## config.mk

```make
export PLATFORM = sky130hd
export DESIGN_NAME = bbit_decoder
export DESIGN_NICKNAME = d
export VERILOG_FILES = /design/src/bbit_pkg.sv /design/src/bbit_decoder.sv /design/src/bbit_target.sv
export SDC_FILE = /design/constraint.sdc
export NUM_CORES = 1
export LEC_CHECK = 0
export BUFFER_PORTS_ARGS = -buffer_cell sky130_fd_sc_hd__buf_2
export CELL_PAD_IN_SITES_DETAIL_PLACEMENT = 0
export CELL_PAD_IN_SITES_GLOBAL_PLACEMENT = 2
export CORE_ASPECT_RATIO = 0.6
export CORE_MARGIN = 1
export CORE_UTILIZATION = 32
export CTS_CLUSTER_SIZE = 8
export DETAILED_ROUTE_END_ITERATION = 6
export PLACE_DENSITY = 0.89
export SKIP_LAST_GASP = 1
export SLEW_MARGIN = 0
export SYNTH_ARGS = -nofsm -noshare
export SYNTH_HDL_FRONTEND = slang
export SYNTH_HIERARCHICAL = 1
export SYNTH_SLANG_ARGS = --single-unit
```

## constraint.sdc

```tcl
create_clock -name clk -period 5.9 [get_ports clk]
set_clock_uncertainty 0.1 [all_clocks]
set_input_delay 0 -clock clk [delete_from_list [all_inputs] [get_ports clk]]
set_output_delay 0 -clock clk [all_outputs]
set_load 0.02 [all_outputs]
```

## src/bbit_pkg.sv

```systemverilog
// bbit_pkg: opcodes, instruction lengths and cycle counts for the
// bit/branch decode-and-timing block.
// assumes: single 250 MHz core clock, opcode byte presented by fetch logic.
`default_nettype none
package bbit_pkg;
	// ==========================================================
	// opcode classes
	typedef enum logic [4:0] {
		CL_NOP     = 5'h00,
		CL_BITC    = 5'h01,
		CL_JCY     = 5'h02,
		CL_JBIT    = 5'h03,
		CL_JBITCLR = 5'h04,
		CL_JACC    = 5'h05,
		CL_CJDIR   = 5'h06,
		CL_CJIMM   = 5'h07,
		CL_CJIND   = 5'h08,
		CL_DJREG   = 5'h09,
		CL_DJDIR   = 5'h0A,
		CL_RELJMP  = 5'h0B,
		CL_IJMP    = 5'h0C,
		CL_PJMP    = 5'h0D,
		CL_PCALL   = 5'h0E,
		CL_FJMP    = 5'h0F,
		CL_FCALL   = 5'h10,
		CL_OTHER   = 5'h11
	} bbit_class_t;

	// ==========================================================
	// opcode values
	localparam logic [7:0] OP_NOP      = 8'h00;
	localparam logic [7:0] OP_ALIAS    = 8'hA5;
	localparam logic [7:0] OP_AND_BIT  = 8'h82;
	localparam logic [7:0] OP_AND_NBIT = 8'hB0;
	localparam logic [7:0] OP_OR_BIT   = 8'h72;
	localparam logic [7:0] OP_OR_NBIT  = 8'hA0;
	localparam logic [7:0] OP_MOV_CBIT = 8'hA2;
	localparam logic [7:0] OP_MOV_BITC = 8'h92;
	localparam logic [7:0] OP_JCY_SET  = 8'h40;
	localparam logic [7:0] OP_JCY_CLR  = 8'h50;
	localparam logic [7:0] OP_JBIT_SET = 8'h20;
	localparam logic [7:0] OP_JBIT_CLR = 8'h30;
	localparam logic [7:0] OP_JBCLR    = 8'h10;
	localparam logic [7:0] OP_JACC_Z   = 8'h60;
	localparam logic [7:0] OP_JACC_NZ  = 8'h70;
	localparam logic [7:0] OP_CJ_DIR   = 8'hB5;
	localparam logic [7:0] OP_CJ_IMM   = 8'hB4;
	localparam logic [7:0] OP_CJ_IND0  = 8'hB6;
	localparam logic [7:0] OP_CJ_IND1  = 8'hB7;
	localparam logic [4:0] OP_CJ_REG   = 5'h17;
	localparam logic [4:0] OP_DJ_REG   = 5'h1B;
	localparam logic [7:0] OP_DJ_DIR   = 8'hD5;
	localparam logic [7:0] OP_REL_JMP  = 8'h80;
	localparam logic [7:0] OP_IJMP     = 8'h73;
	localparam logic [4:0] OP_PJMP_LO  = 5'h01;
	localparam logic [4:0] OP_PCALL_LO = 5'h11;
	localparam logic [7:0] OP_FJMP     = 8'h02;
	localparam logic [7:0] OP_FCALL    = 8'h12;

	// ==========================================================
	// lengths and cycles
	localparam logic [1:0] LEN_1 = 2'h1;
	localparam logic [1:0] LEN_2 = 2'h2;
	localparam logic [1:0] LEN_3 = 2'h3;
	localparam logic [3:0] CYC_1 = 4'h1;
	localparam logic [3:0] CYC_2 = 4'h2;
	localparam logic [3:0] CYC_3 = 4'h3;
	localparam logic [3:0] CYC_4 = 4'h4;
	localparam logic [3:0] CYC_5 = 4'h5;
	localparam logic [3:0] CYC_6 = 4'h6;
	// extra cycles per taken branch with slow flash timing
	localparam logic [3:0] CYC_SLOW_EXTRA = 4'h1;
	// stall when prefetch is off (assumed flash access)
	localparam logic [3:0] CYC_NOPF_EXTRA = 4'h2;

	// ==========================================================
	// address map
	localparam logic [7:0] DIRECT_SFR_BASE = 8'h80;
	localparam int         PAGE_BITS       = 11;
	localparam logic [2:0] BANK_REG_BITS   = 3'h3;
endpackage : bbit_pkg
`default_nettype wire

```

## src/bbit_decoder.sv

```systemverilog
// bbit_decoder: decodes bit, branch and no-op instructions, computes branch
// outcome, target, length and cycle count, and counts out execution cycles.
// assumes: fetch logic holds opcode bytes and operand values stable while
// start is pulsed; done pulses in the final cycle of the instruction.
// Contract
// - carry-bit logic and moves: 2 bytes, 2 cycles
// - carry jumps: 2 bytes, 2/4 cycles
// - bit jumps: 3 bytes, 3/5; clear variant clears
// - accumulator zero jumps: 2 bytes, 2/4
// - compare direct, jump: 3 bytes, 4/6
// - compare immediate acc/reg: 3 bytes, 3/5
// - compare immediate indirect: 3 bytes, 4/6
// - decrement register, jump: 2 bytes, 2/4
// - decrement direct, jump: 3 bytes, 3/5
// - short jump: 2 bytes, 4 cycles
// - indexed indirect jump: 1 byte, 4 cycles
// - counts for prefetch on; slow timing adds
// - relative offset signed, from next byte
// - page target stays in 2 kB page
// - full target is 16 bits anywhere
// - direct below 0x80 RAM, else SPECIAL_FUNCTION_REGISTER
// - register operand within selected bank
// - indirect address from register 0 or 1
// - 0xA5 acts as one-cycle one-byte no-op
`timescale 1ns/1ps
`default_nettype none
module bbit_decoder (
	input  wire logic        clk,
	input  wire logic        srst,
	input  wire logic        start,
	input  wire logic [7:0]  opByte0,
	input  wire logic [7:0]  opByte1,
	input  wire logic [7:0]  opByte2,
	input  wire logic [15:0] pc,
	input  wire logic        carryIn,
	input  wire logic        bitIn,
	input  wire logic [7:0]  accIn,
	input  wire logic [7:0]  operandIn,
	input  wire logic [15:0] dataPointer,
	input  wire logic [1:0]  bankSelect,
	input  wire logic        prefetch_unit_on,
	input  wire logic        flash_read_timing_select,
	output logic             busy,
	output logic             done,
	output logic             known,
	output logic             branchTaken,
	output logic [15:0]      branchTarget,
	output logic [1:0]       instrLength,
	output logic [3:0]       cycleCount,
	output logic             bitClear,
	output logic             directIsSfr,
	output logic [4:0]       regAddr,
	output logic             indirectSel
);
	// ==========================================================
	// state
	typedef enum logic [0:0] {
		ST_IDLE = 1'b0,
		ST_RUN  = 1'b1
	} bbit_state_t;

	typedef struct packed {
		bbit_state_t state;
		logic [3:0]  left;
		logic        taken;
		logic [15:0] target;
		logic [1:0]  len;
		logic [3:0]  cycles;
		logic        clr;
		logic        known;
		logic        special_function_register;
		logic [4:0]  reg_a;
		logic        ind;
	} bbit_regs_t;

	bbit_regs_t st_r;
	bbit_regs_t st_nxt;

	// ==========================================================
	// classification
	function automatic bbit_pkg::bbit_class_t classify(input logic [7:0] op);
		bbit_pkg::bbit_class_t c;
		c = bbit_pkg::CL_OTHER;
		case (op)
			bbit_pkg::OP_NOP, bbit_pkg::OP_ALIAS:                 c = bbit_pkg::CL_NOP;
			bbit_pkg::OP_AND_BIT, bbit_pkg::OP_AND_NBIT,
			bbit_pkg::OP_OR_BIT, bbit_pkg::OP_OR_NBIT,
			bbit_pkg::OP_MOV_CBIT, bbit_pkg::OP_MOV_BITC:         c = bbit_pkg::CL_BITC;
			bbit_pkg::OP_JCY_SET, bbit_pkg::OP_JCY_CLR:           c = bbit_pkg::CL_JCY;
			bbit_pkg::OP_JBIT_SET, bbit_pkg::OP_JBIT_CLR:         c = bbit_pkg::CL_JBIT;
			bbit_pkg::OP_JBCLR:                                   c = bbit_pkg::CL_JBITCLR;
			bbit_pkg::OP_JACC_Z, bbit_pkg::OP_JACC_NZ:            c = bbit_pkg::CL_JACC;
			bbit_pkg::OP_CJ_DIR:                                  c = bbit_pkg::CL_CJDIR;
			bbit_pkg::OP_CJ_IMM:                                  c = bbit_pkg::CL_CJIMM;
			bbit_pkg::OP_CJ_IND0, bbit_pkg::OP_CJ_IND1:           c = bbit_pkg::CL_CJIND;
			bbit_pkg::OP_DJ_DIR:                                  c = bbit_pkg::CL_DJDIR;
			bbit_pkg::OP_REL_JMP:                                 c = bbit_pkg::CL_RELJMP;
			bbit_pkg::OP_IJMP:                                    c = bbit_pkg::CL_IJMP;
			bbit_pkg::OP_FJMP:                                    c = bbit_pkg::CL_FJMP;
			bbit_pkg::OP_FCALL:                                   c = bbit_pkg::CL_FCALL;
			default: begin
				if (op[7:3] == bbit_pkg::OP_CJ_REG)
					c = bbit_pkg::CL_CJIMM;
				else if (op[7:3] == bbit_pkg::OP_DJ_REG)
					c = bbit_pkg::CL_DJREG;
				else if (op[4:0] == bbit_pkg::OP_PJMP_LO)
					c = bbit_pkg::CL_PJMP;
				else if (op[4:0] == bbit_pkg::OP_PCALL_LO)
					c = bbit_pkg::CL_PCALL;
			end
		endcase
		return c;
	endfunction : classify

	// ==========================================================
	// decode of the presented instruction
	bbit_pkg::bbit_class_t cls;
	logic        cond;
	logic [1:0]  len;
	logic [3:0]  cycShort;
	logic [3:0]  cycLong;
	logic        isBranch;
	logic        isCond;
	logic [1:0]  tgtMode;
	logic [7:0]  relByte;
	logic [15:0] nextPc;
	logic [15:0] tgt;
	logic [7:0]  decResult;
	logic [3:0]  cycFinal;

	always_comb begin
		cls      = classify(opByte0);
		cond     = 1'b0;
		len      = bbit_pkg::LEN_1;
		cycShort = bbit_pkg::CYC_1;
		cycLong  = bbit_pkg::CYC_1;
		isBranch = 1'b0;
		isCond   = 1'b0;
		tgtMode  = 2'h0;
		relByte  = opByte1;
		decResult = operandIn - 8'h01;
		case (cls)
			bbit_pkg::CL_NOP: begin
				len = bbit_pkg::LEN_1;
			end
			bbit_pkg::CL_BITC: begin
				len = bbit_pkg::LEN_2;
				cycShort = bbit_pkg::CYC_2;
				cycLong  = bbit_pkg::CYC_2;
			end
			bbit_pkg::CL_JCY: begin
				len = bbit_pkg::LEN_2;
				{cycShort, cycLong} = {bbit_pkg::CYC_2, bbit_pkg::CYC_4};
				isCond = 1'b1;
				cond = (opByte0 == bbit_pkg::OP_JCY_SET) ? carryIn : !carryIn;
			end
			bbit_pkg::CL_JBIT, bbit_pkg::CL_JBITCLR: begin
				len = bbit_pkg::LEN_3;
				{cycShort, cycLong} = {bbit_pkg::CYC_3, bbit_pkg::CYC_5};
				isCond = 1'b1;
				relByte = opByte2;
				cond = (opByte0 == bbit_pkg::OP_JBIT_CLR) ? !bitIn : bitIn;
			end
			bbit_pkg::CL_JACC: begin
				len = bbit_pkg::LEN_2;
				{cycShort, cycLong} = {bbit_pkg::CYC_2, bbit_pkg::CYC_4};
				isCond = 1'b1;
				cond = (opByte0 == bbit_pkg::OP_JACC_Z) ? (accIn == 8'h00) : (accIn != 8'h00);
			end
			bbit_pkg::CL_CJDIR: begin
				len = bbit_pkg::LEN_3;
				{cycShort, cycLong} = {bbit_pkg::CYC_4, bbit_pkg::CYC_6};
				isCond = 1'b1;
				relByte = opByte2;
				cond = (accIn != operandIn);
			end
			bbit_pkg::CL_CJIMM: begin
				len = bbit_pkg::LEN_3;
				{cycShort, cycLong} = {bbit_pkg::CYC_3, bbit_pkg::CYC_5};
				isCond = 1'b1;
				relByte = opByte2;
				// accumulator form reads A itself, register form the fetched bank value
				cond = (((opByte0 == bbit_pkg::OP_CJ_IMM) ? accIn : operandIn) != opByte1);
			end
			bbit_pkg::CL_CJIND: begin
				len = bbit_pkg::LEN_3;
				{cycShort, cycLong} = {bbit_pkg::CYC_4, bbit_pkg::CYC_6};
				isCond = 1'b1;
				relByte = opByte2;
				cond = (operandIn != opByte1);
			end
			bbit_pkg::CL_DJREG: begin
				len = bbit_pkg::LEN_2;
				{cycShort, cycLong} = {bbit_pkg::CYC_2, bbit_pkg::CYC_4};
				isCond = 1'b1;
				cond = (decResult != 8'h00);
			end
			bbit_pkg::CL_DJDIR: begin
				len = bbit_pkg::LEN_3;
				{cycShort, cycLong} = {bbit_pkg::CYC_3, bbit_pkg::CYC_5};
				isCond = 1'b1;
				relByte = opByte2;
				cond = (decResult != 8'h00);
			end
			bbit_pkg::CL_RELJMP: begin
				len = bbit_pkg::LEN_2;
				{cycShort, cycLong} = {bbit_pkg::CYC_4, bbit_pkg::CYC_4};
				isBranch = 1'b1;
			end
			bbit_pkg::CL_IJMP: begin
				len = bbit_pkg::LEN_1;
				{cycShort, cycLong} = {bbit_pkg::CYC_4, bbit_pkg::CYC_4};
				isBranch = 1'b1;
				tgtMode = 2'h3;
			end
			bbit_pkg::CL_PJMP, bbit_pkg::CL_PCALL: begin
				len = bbit_pkg::LEN_2;
				{cycShort, cycLong} = {bbit_pkg::CYC_4, bbit_pkg::CYC_4};
				isBranch = 1'b1;
				tgtMode = 2'h1;
			end
			bbit_pkg::CL_FJMP, bbit_pkg::CL_FCALL: begin
				len = bbit_pkg::LEN_3;
				{cycShort, cycLong} = {bbit_pkg::CYC_5, bbit_pkg::CYC_5};
				isBranch = 1'b1;
				tgtMode = 2'h2;
			end
			default: begin
				len = bbit_pkg::LEN_1;
			end
		endcase
		if (isCond)
			isBranch = cond;
		nextPc = pc + {14'h0000, len};
	end

	bbit_target u_target (
		.mode        (tgtMode),
		.nextPc      (nextPc),
		.opByte0     (opByte0),
		.opByte1     (opByte1),
		.opByte2     (opByte2),
		.rel         (relByte),
		.accIn       (accIn),
		.dataPointer (dataPointer),
		.target      (tgt)
	);

	// ==========================================================
	// final cycle count
	// slow flash and no prefetch only stretch taken branches; linear code streams
	always_comb begin
		cycFinal = isBranch ? cycLong : cycShort;
		if (isBranch && flash_read_timing_select)
			cycFinal = cycFinal + bbit_pkg::CYC_SLOW_EXTRA;
		if (isBranch && !prefetch_unit_on)
			cycFinal = cycFinal + bbit_pkg::CYC_NOPF_EXTRA;
	end

	// ==========================================================
	// sequencing
	always_comb begin
		st_nxt = st_r;
		case (st_r.state)
			ST_IDLE: begin
				if (start) begin
					st_nxt.taken  = isBranch;
					st_nxt.target = isBranch ? tgt : nextPc;
					st_nxt.len    = len;
					st_nxt.cycles = cycFinal;
					st_nxt.left   = cycFinal - 4'h1;
					st_nxt.clr    = (cls == bbit_pkg::CL_JBITCLR) && cond;
					st_nxt.known  = (cls != bbit_pkg::CL_OTHER);
					st_nxt.special_function_register    = (opByte1 >= bbit_pkg::DIRECT_SFR_BASE);
					st_nxt.reg_a  = {bankSelect, opByte0[2:0]};
					st_nxt.ind    = opByte0[0];
					if (cycFinal != bbit_pkg::CYC_1)
						st_nxt.state = ST_RUN;
				end
			end
			ST_RUN: begin
				st_nxt.left = st_r.left - 4'h1;
				if (st_r.left == 4'h1)
					st_nxt.state = ST_IDLE;
			end
			default: st_nxt.state = ST_IDLE;
		endcase
	end

	always_ff @(posedge clk) begin
		if (srst)
			st_r <= '0;
		else
			st_r <= st_nxt;
	end

	// single-cycle ops finish in the start cycle itself
	assign busy         = (st_r.state == ST_RUN);
	assign done         = (st_r.state == ST_IDLE) ? (start && cycFinal == bbit_pkg::CYC_1)
	                                              : (st_r.left == 4'h1);
	assign known        = st_r.known;
	assign branchTaken  = st_r.taken;
	assign branchTarget = st_r.target;
	assign instrLength  = st_r.len;
	assign cycleCount   = st_r.cycles;
	assign bitClear     = st_r.clr;
	assign directIsSfr  = st_r.special_function_register;
	assign regAddr      = st_r.reg_a;
	assign indirectSel  = st_r.ind;
endmodule : bbit_decoder
`default_nettype wire

```

## src/bbit_target.sv

```systemverilog
// bbit_target: branch target arithmetic for the decoder.
// assumes: nextPc is the address of the byte after the instruction.
`timescale 1ns/1ps
`default_nettype none
module bbit_target (
	input  wire logic [1:0]  mode,
	input  wire logic [15:0] nextPc,
	input  wire logic [7:0]  opByte0,
	input  wire logic [7:0]  opByte1,
	input  wire logic [7:0]  opByte2,
	input  wire logic [7:0]  rel,
	input  wire logic [7:0]  accIn,
	input  wire logic [15:0] dataPointer,
	output logic      [15:0] target
);
	// mode 0 relative, 1 page, 2 full, 3 indexed indirect
	always_comb begin
		case (mode)
			2'h0:    target = nextPc + {{8{rel[7]}}, rel};
			2'h1:    target = {nextPc[15:11], opByte0[7:5], opByte1};
			2'h2:    target = {opByte1, opByte2};
			default: target = dataPointer + {8'h00, accIn};
		endcase
	end
endmodule : bbit_target
`default_nettype wire

```

==> flow_summary_export.csv, run 1 <==
group,metric,value,unit
status,status,"finished, final reports clean",
synth,yosys-top-cells-area,"dfxtp_1 13%, ha_1 7.2%, nand2_1 6.9%",
synth,yosysMostFrequentCell,"nand2_1",
critical_path,critPathMaxStageDelay,480,ps
critical_path,reg2reg_depth,4,
drt,viasPerCell,5.50,
pwr,power.leakage,2.63,nW
placed_design,placed_cells,1018,
synth,synth_top_cell_area_share,13.3,%
synth,async_reset_ff_share,0,%
timing,finalCritPeriodShare,94.5,%
pwr,powerDensity,185,mW/mm2
global_routing,grt_overflow_total,0,
drt,finalWirelength,18.8,mm
global_routing,grt_pass1_vias,5060,
floorplanning,core.rowCount,36,
final_layout,stdcell_area,0.00614,mm2
final_layout,utilization,37.5,%
synth,ys_ff_latch,36,
synth,ys_warn_count,6,
placed_design,placement.io_buffers,114,
floorplanning,fp.coreArea,0.0164,mm2
critical_path,crit_path_start,"opByte0[2]",
timing,report.final.setup_viol,0,
synth,yosysSeqAreaShare,13.3,%
critical_path,cp.required,5930,ps
cts,cts_setup_buffers,0,
hold_path,min_to,"cycleCount[3]$_SDFFE_PP0P_",
final_layout,nFillCells,1780,
critical_path,rr_endpoint,"branchTarget[1]$_SDFFE_PP0P_",
floorplanning,die_area,0.0174,mm2
timing,finalCriticalPeriod,5580,ps
synth,synthTopCellsByCount,"99 x nand2_1, 65 x a21oi_1, 53 x nor2_1",
critical_path,path_max_fanout,10,
timing,tns,0,ps
pwr,ir_drop,93.8,uV
drt,drc,0,
placed_design,dpl.hpwl,15.4,mm
timing,fmax,179,MHz
cts,cts_tree,"yes",
critical_path,cp_slowest_cell,"ha_1",
global_routing,grt_pass1_wl,29.1,mm
placed_design,place_congestion,0.921,
final_layout,nets,916,
critical_path,cp_cell_sequence,"buf_2, or2_1, nor4_4, or3_1, or3_4, o211a_1, nand2_1, and2_1, nand3_1, fa_1, and3_1, nand3_1, nor2_1, xor2_1, ha_1, nand4_1, a211oi_2, o21ai_1, mux2i_1, a2111o_1, mux2_1, nand2_1, a21oi_1",
critical_path,cp-end-kind,"flop",
cts,cts_made_buffers,5,
timing,maxSlewViolCount,0,
hold_path,hold_path_depth,4,
final_layout,stdcell_count,1030,
timing,rsz0062_at_grt,"false",
placed_design,place_area,0.00594,mm2
synth,synth_edf_count,0,
timing,tightestPinTransition,970,ps
critical_path,r2r_slack,4200,ps
hold_path,hp-start,"prefetch_unit_on",
synth,netlist_instances,728,
synth,synth_area,0.00540,mm2
cts,cts_buffer_depth,2,
floorplanning,start_util,33.0,%
global_routing,grt_usage,21.6,%
floorplanning,die_h,103,um
critical_path,criticalPathCategory,"input port to flop",
hold_path,hp-class,"input port to flop",
floorplanning,num_io_pins,115,
critical_path,reg2reg_from,"busy$_SDFF_PP0_",
cts,htreeDepth,2,
timing,hold_viol,0,
synth,avgSynthCellArea,7.42,um2
drt,vias,5664,
critical_path,critPathArrivalTime,5610,ps
cts,clk-insertion-delay-late,280,ps
synth,ys.flop_type,"dfxtp_1",
final_layout,area.growth.synth_to_final,13.6,%
global_routing,antenna_found_initial,0,
cts,clk_pin_slew,60,ps
drt,drtPass1Iterations,6,
synth,syn_nets,843,
critical_path,cp-start-kind,"input port",
final_layout,insertedDiodeCount,0,
drt,final_antenna_net_count,0,
global_routing,grt_max_degree,39,
drt,wire_per_inst,18.3,um
final_layout,final_layout_size_suffix_gt1_share,21.8,%
cts,clock_sinks,36,
cts,root_buffer,"clkbuf_16",
pwr,finalPower,1.14,mW
floorplanning,die_w,170,um
job,maxCapViolCount,0,
critical_path,cp_num_cells,23,
critical_path,worst-path-buf-inv,1,
timing,slew_headroom,34.9,%
synth,synth_cell_type_count,90,
drt,drtIter0Drc,590,
critical_path,crit_family,"simple AND/OR/NAND/NOR gates",
synth,yosysTopAreaCell,"dfxtp_1",
-- how the worst max path moves through the flow --
| stage | endpoint | slack, ps |
|---|---|---|
| after floorplan | branchTarget[15]$_SDFFE_PP0P_ | 960 |
| after global placement | branchTarget[15]$_SDFFE_PP0P_ | 220 |
| after CTS | branchTarget[15]$_SDFFE_PP0P_ | 400 |
| final | branchTarget[15]$_SDFFE_PP0P_ | 320 |
| after global routing | branchTarget[15]$_SDFFE_PP0P_ | 30 |
| after detailed placement | branchTarget[15]$_SDFFE_PP0P_ | 110 |
-- layout make-up --
class / instances / area, um2 / area share [%]
multi-input combinational: 600 / 4170 / 67.9
sequential: 36 / 721 / 11.7
timing repair buffer: 132 / 716 / 11.7
tap: 228 / 285 / 4.65
clock buffer: 6 / 139 / 2.26
inverter: 26 / 97.6 / 1.59
clock inverter: 2 / 10.0 / 0.163
-- per-layer routing --
metal  track usage [%]  routed length, um
met1              37.3              10600
met2              25.3               6250
met3              3.95               1810
met4              4.50                211
met5                 0                  0
-- repair_timing --
item                                    in CTS  in global routing
endpoints found under the hold margin        4                  0
gates resized for setup                      0                  1
endpoints found under the setup margin       0                  1
hold buffers                                 4                  0
-- registers in the layout (all words and copies together) (netlist names), 2 cells and up --
signal        cells
instrLength       2
regAddr           5
cycleCount        4
branchTarget     16
st_r              4
-- metrics by stage --
stage               setup WS [ps]  hold slack [ps]
floorplan                     962             36.0
global placement              215              147
detailed placement            107              152
CTS                           395             14.4
global route                 27.1             45.3
finish                        322             26.6
-- cell families (layout without fill, tap and decap cells) --
| group | count (synthesis) | count (layout) | share of synthesized area, % |
|---|---|---|---|
| compound gates | 191 | 191 | 23.7 |
| xor+xnor | 49 | 49 | 8.08 |
| fa+ha+maj | 34 | 34 | 8.29 |
| buf+inv | 92 | 166 | 9.68 |
| flops | 36 | 36 | 13.3 |
| mux | 41 | 41 | 9.98 |
| simple gates | 285 | 285 | 26.9 |
-- layout by cell type (no fill, tap or decap), types with 7 or more instances in the layout --
| cell type | n |
|---|---|
| nor4_1 | 9 |
| mux2_1 | 13 |
| buf_4 | 14 |
| o21ai_0 | 24 |
| nand4_1 | 13 |
| or3_1 | 7 |
| dfxtp_1 | 36 |
| ha_1 | 31 |
| mux2i_1 | 13 |
| a21oi_1 | 65 |
| xnor2_1 | 28 |
| nor2_1 | 52 |
| nand3_1 | 22 |
| nor3_1 | 17 |
| a31oi_1 | 8 |
| nand2_1 | 99 |
| buf_2 | 114 |
| mux4_2 | 8 |
| o21ai_1 | 9 |
| a21o_1 | 10 |
| o211ai_1 | 9 |
| inv_1 | 26 |
| nand2b_1 | 12 |
| xor2_1 | 20 |
| nor2b_1 | 7 |
-- report_power, final --
group | total, mW | internal (mW) | switching (mW)
Clock | 0.267 | 0.166 | 0.101
Combinational | 0.582 | 0.233 | 0.348
Sequential | 0.287 | 0.269 | 0.0185
-- worst reg2reg max path: cells and delay by family (launching register included) --
kind	cells	cell delay, ps
flip-flops	1	440
buffers and inverters	1	390
AND/OR/NAND/NOR	2	450
AO/OA/AOI/OAI	1	230
No activity file was read; power rests on OpenSTA's default activity.
==> run 2, diff against run 1 <==
BUFFER_PORTS_ARGS = not set   (was -buffer_cell sky130_fd_sc_hd__buf_2)
CORE_UTILIZATION = 37   (was 32)
DONT_BUFFER_PORTS = 1   (was not set)
PLACE_DENSITY = 0.88   (was 0.89)
==> flow_summary_export.csv, run 2 (synthesis results as in run 1) <==
group,metric,value,unit
critical_path,cp.required,5970,ps
timing,hold_viol,0,
drt,viasPerCell,6.08,
drt,wire_per_inst,21.2,um
critical_path,criticalPathCategory,"input port to flop",
cts,cts_buffer_depth,2,
timing,slew_headroom,20.5,%
global_routing,grt_overflow_total,0,
final_layout,final_cell_mix,"99 x nand2_1, 65 x a21oi_1, 52 x nor2_1, 36 x dfxtp_1, 31 x ha_1",
timing,report.final.setup_viol,0,
floorplanning,num_io_pins,115,
job,maxCapViolCount,0,
drt,drtIter0Drc,517,
pwr,power.leakage,2.20,nW
final_layout,insertedDiodeCount,0,
floorplanning,die_area,0.0151,mm2
cts,clock_sinks,36,
placed_design,dpl.hpwl,15.0,mm
drt,vias,5380,
final_layout,nets,807,
critical_path,critPathArrivalTime,5440,ps
global_routing,grt_pass1_vias,4906,
drt,finalWirelength,18.8,mm
critical_path,cp-start-kind,"input port",
timing,tightestPinTransition,1190,ps
timing,finalCritPeriodShare,91.1,%
floorplanning,start_util,38.7,%
pwr,powerDensity,209,mW/mm2
drt,drc,0,
pwr,ir_drop,142,uV
floorplanning,core.rowCount,33,
critical_path,path_max_fanout,10,
floorplanning,die_w,158,um
global_routing,grt_max_degree,39,
placed_design,placement.io_buffers,0,
hold_path,hp-class,"input port to flop",
timing,rsz0062_at_grt,"false",
cts,cts_made_buffers,5,
critical_path,cp-end-kind,"flop",
floorplanning,fp.coreArea,0.0140,mm2
final_layout,final_common_cell,"nand2_1",
timing,maxSlewViolCount,0,
timing,fmax,186,MHz
global_routing,grt_pass1_wl,28.5,mm
placed_design,place_congestion,0.947,
global_routing,grt_usage,24.9,%
cts,clk_pin_slew,60,ps
floorplanning,die_h,95.6,um
final_layout,final_layout_size_suffix_gt1_share,8.51,%
final_layout,area.growth.synth_to_final,4.54,%
cts,htreeDepth,2,
status,status,"finished, final reports clean",
cts,cts_tree,"yes",
final_layout,largest_register_ffs,16,
timing,tns,0,ps
cts,ctsResizeCount,0,
global_routing,antenna_found_initial,0,
drt,final_antenna_net_count,0,
cts,root_buffer,"clkbuf_16",
timing,finalCriticalPeriod,5380,ps
final_layout,utilization,40.5,%
drt,drtPass1Iterations,5,
cts,clk-insertion-delay-late,280,ps
[run 2: what timing repair did]
item / 4_1_cts / 5_1_grt
hold buffers: 11 / 0
endpoints found under the hold margin: 36 / 0
setup buffers: 0 / 0
[run 2: worst max-delay path: stages]
cell	delay (ps)
or2_1	250
nor4_4	110
or3_1	380
or3_4	430
o211a_1	290
nand2_1	140
and2_1	210
nand3_1	200
ha_1	360
a21o_1	140
and4_1	230
and2_1	180
nand4_1	120
xnor2_1	240
ha_1	350
and4_1	270
a2bb2oi_1	150
a21boi_2	250
mux2i_1	110
a221oi_1	300
o21ai_1	200
mux2_1	360
nand2_1	90
a21oi_1	60
[run 2: area by class of cell]
class | count | area (um2)
tap | 192 | 240
sequential | 36 | 721
inverter | 26 | 97.6
clock buffer | 5 | 125
fill | 1481 | 8310
timing repair buffer | 23 | 210
clock inverter | 3 | 90.1
multi-input combinational | 600 | 4160
[run 2: final timing paths]
kind,cells after the start,from,end,slack (ps)
max,24,opByte0[2],branchTarget[10]$_SDFFE_PP0P_,520
min,4,opByte0[5],bitClear$_SDFFE_PP0P_,30
max reg2reg,4,busy$_SDFF_PP0_,regAddr[2]$_SDFFE_PP0P_,3180
min reg2reg,2,branchTarget[10]$_SDFFE_PP0P_,branchTarget[10]$_SDFFE_PP0P_,450
[run 2: metrics by stage]
| stage | hold WS, ps | worst slack [ps] | area (um2) | power, mW | instances |
|---|---|---|---|---|---|
| 2_1_floorplan | 36.0 | 962 | 5400 | 0.702 | 728 |
| 3_3_place_gp | -28.7 | 571 | 5310 | 0.769 | 866 |
| 3_5_place_dp | -25.4 | 363 | 5310 | 0.771 | 866 |
| 4_1_cts | 27.2 | 613 | 5650 | 1.17 | 885 |
| 5_1_grt | 69.1 | 206 | 5650 | 1.24 | 885 |
| 6_report | 26.0 | 523 | 5650 | 1.18 | 885 |
[run 2: metal layers]
layer / share of wire [%] / track usage, % / vias to the layer above
met5: 0 / 0 / -
met4: 0.38 / 2.64 / 0
met3: 13 / 7.77 / 8
met2: 35 / 31.8 / 300
met1: 52 / 39.5 / 2494
li1: - / - / 2578
[run 2: report_power, final]
| part | switching (mW) | total [mW] | internal (mW) |
|---|---|---|---|
| sequential | 0.0498 | 0.318 | 0.269 |
| clock | 0.101 | 0.386 | 0.285 |
| combinational | 0.271 | 0.474 | 0.204 |
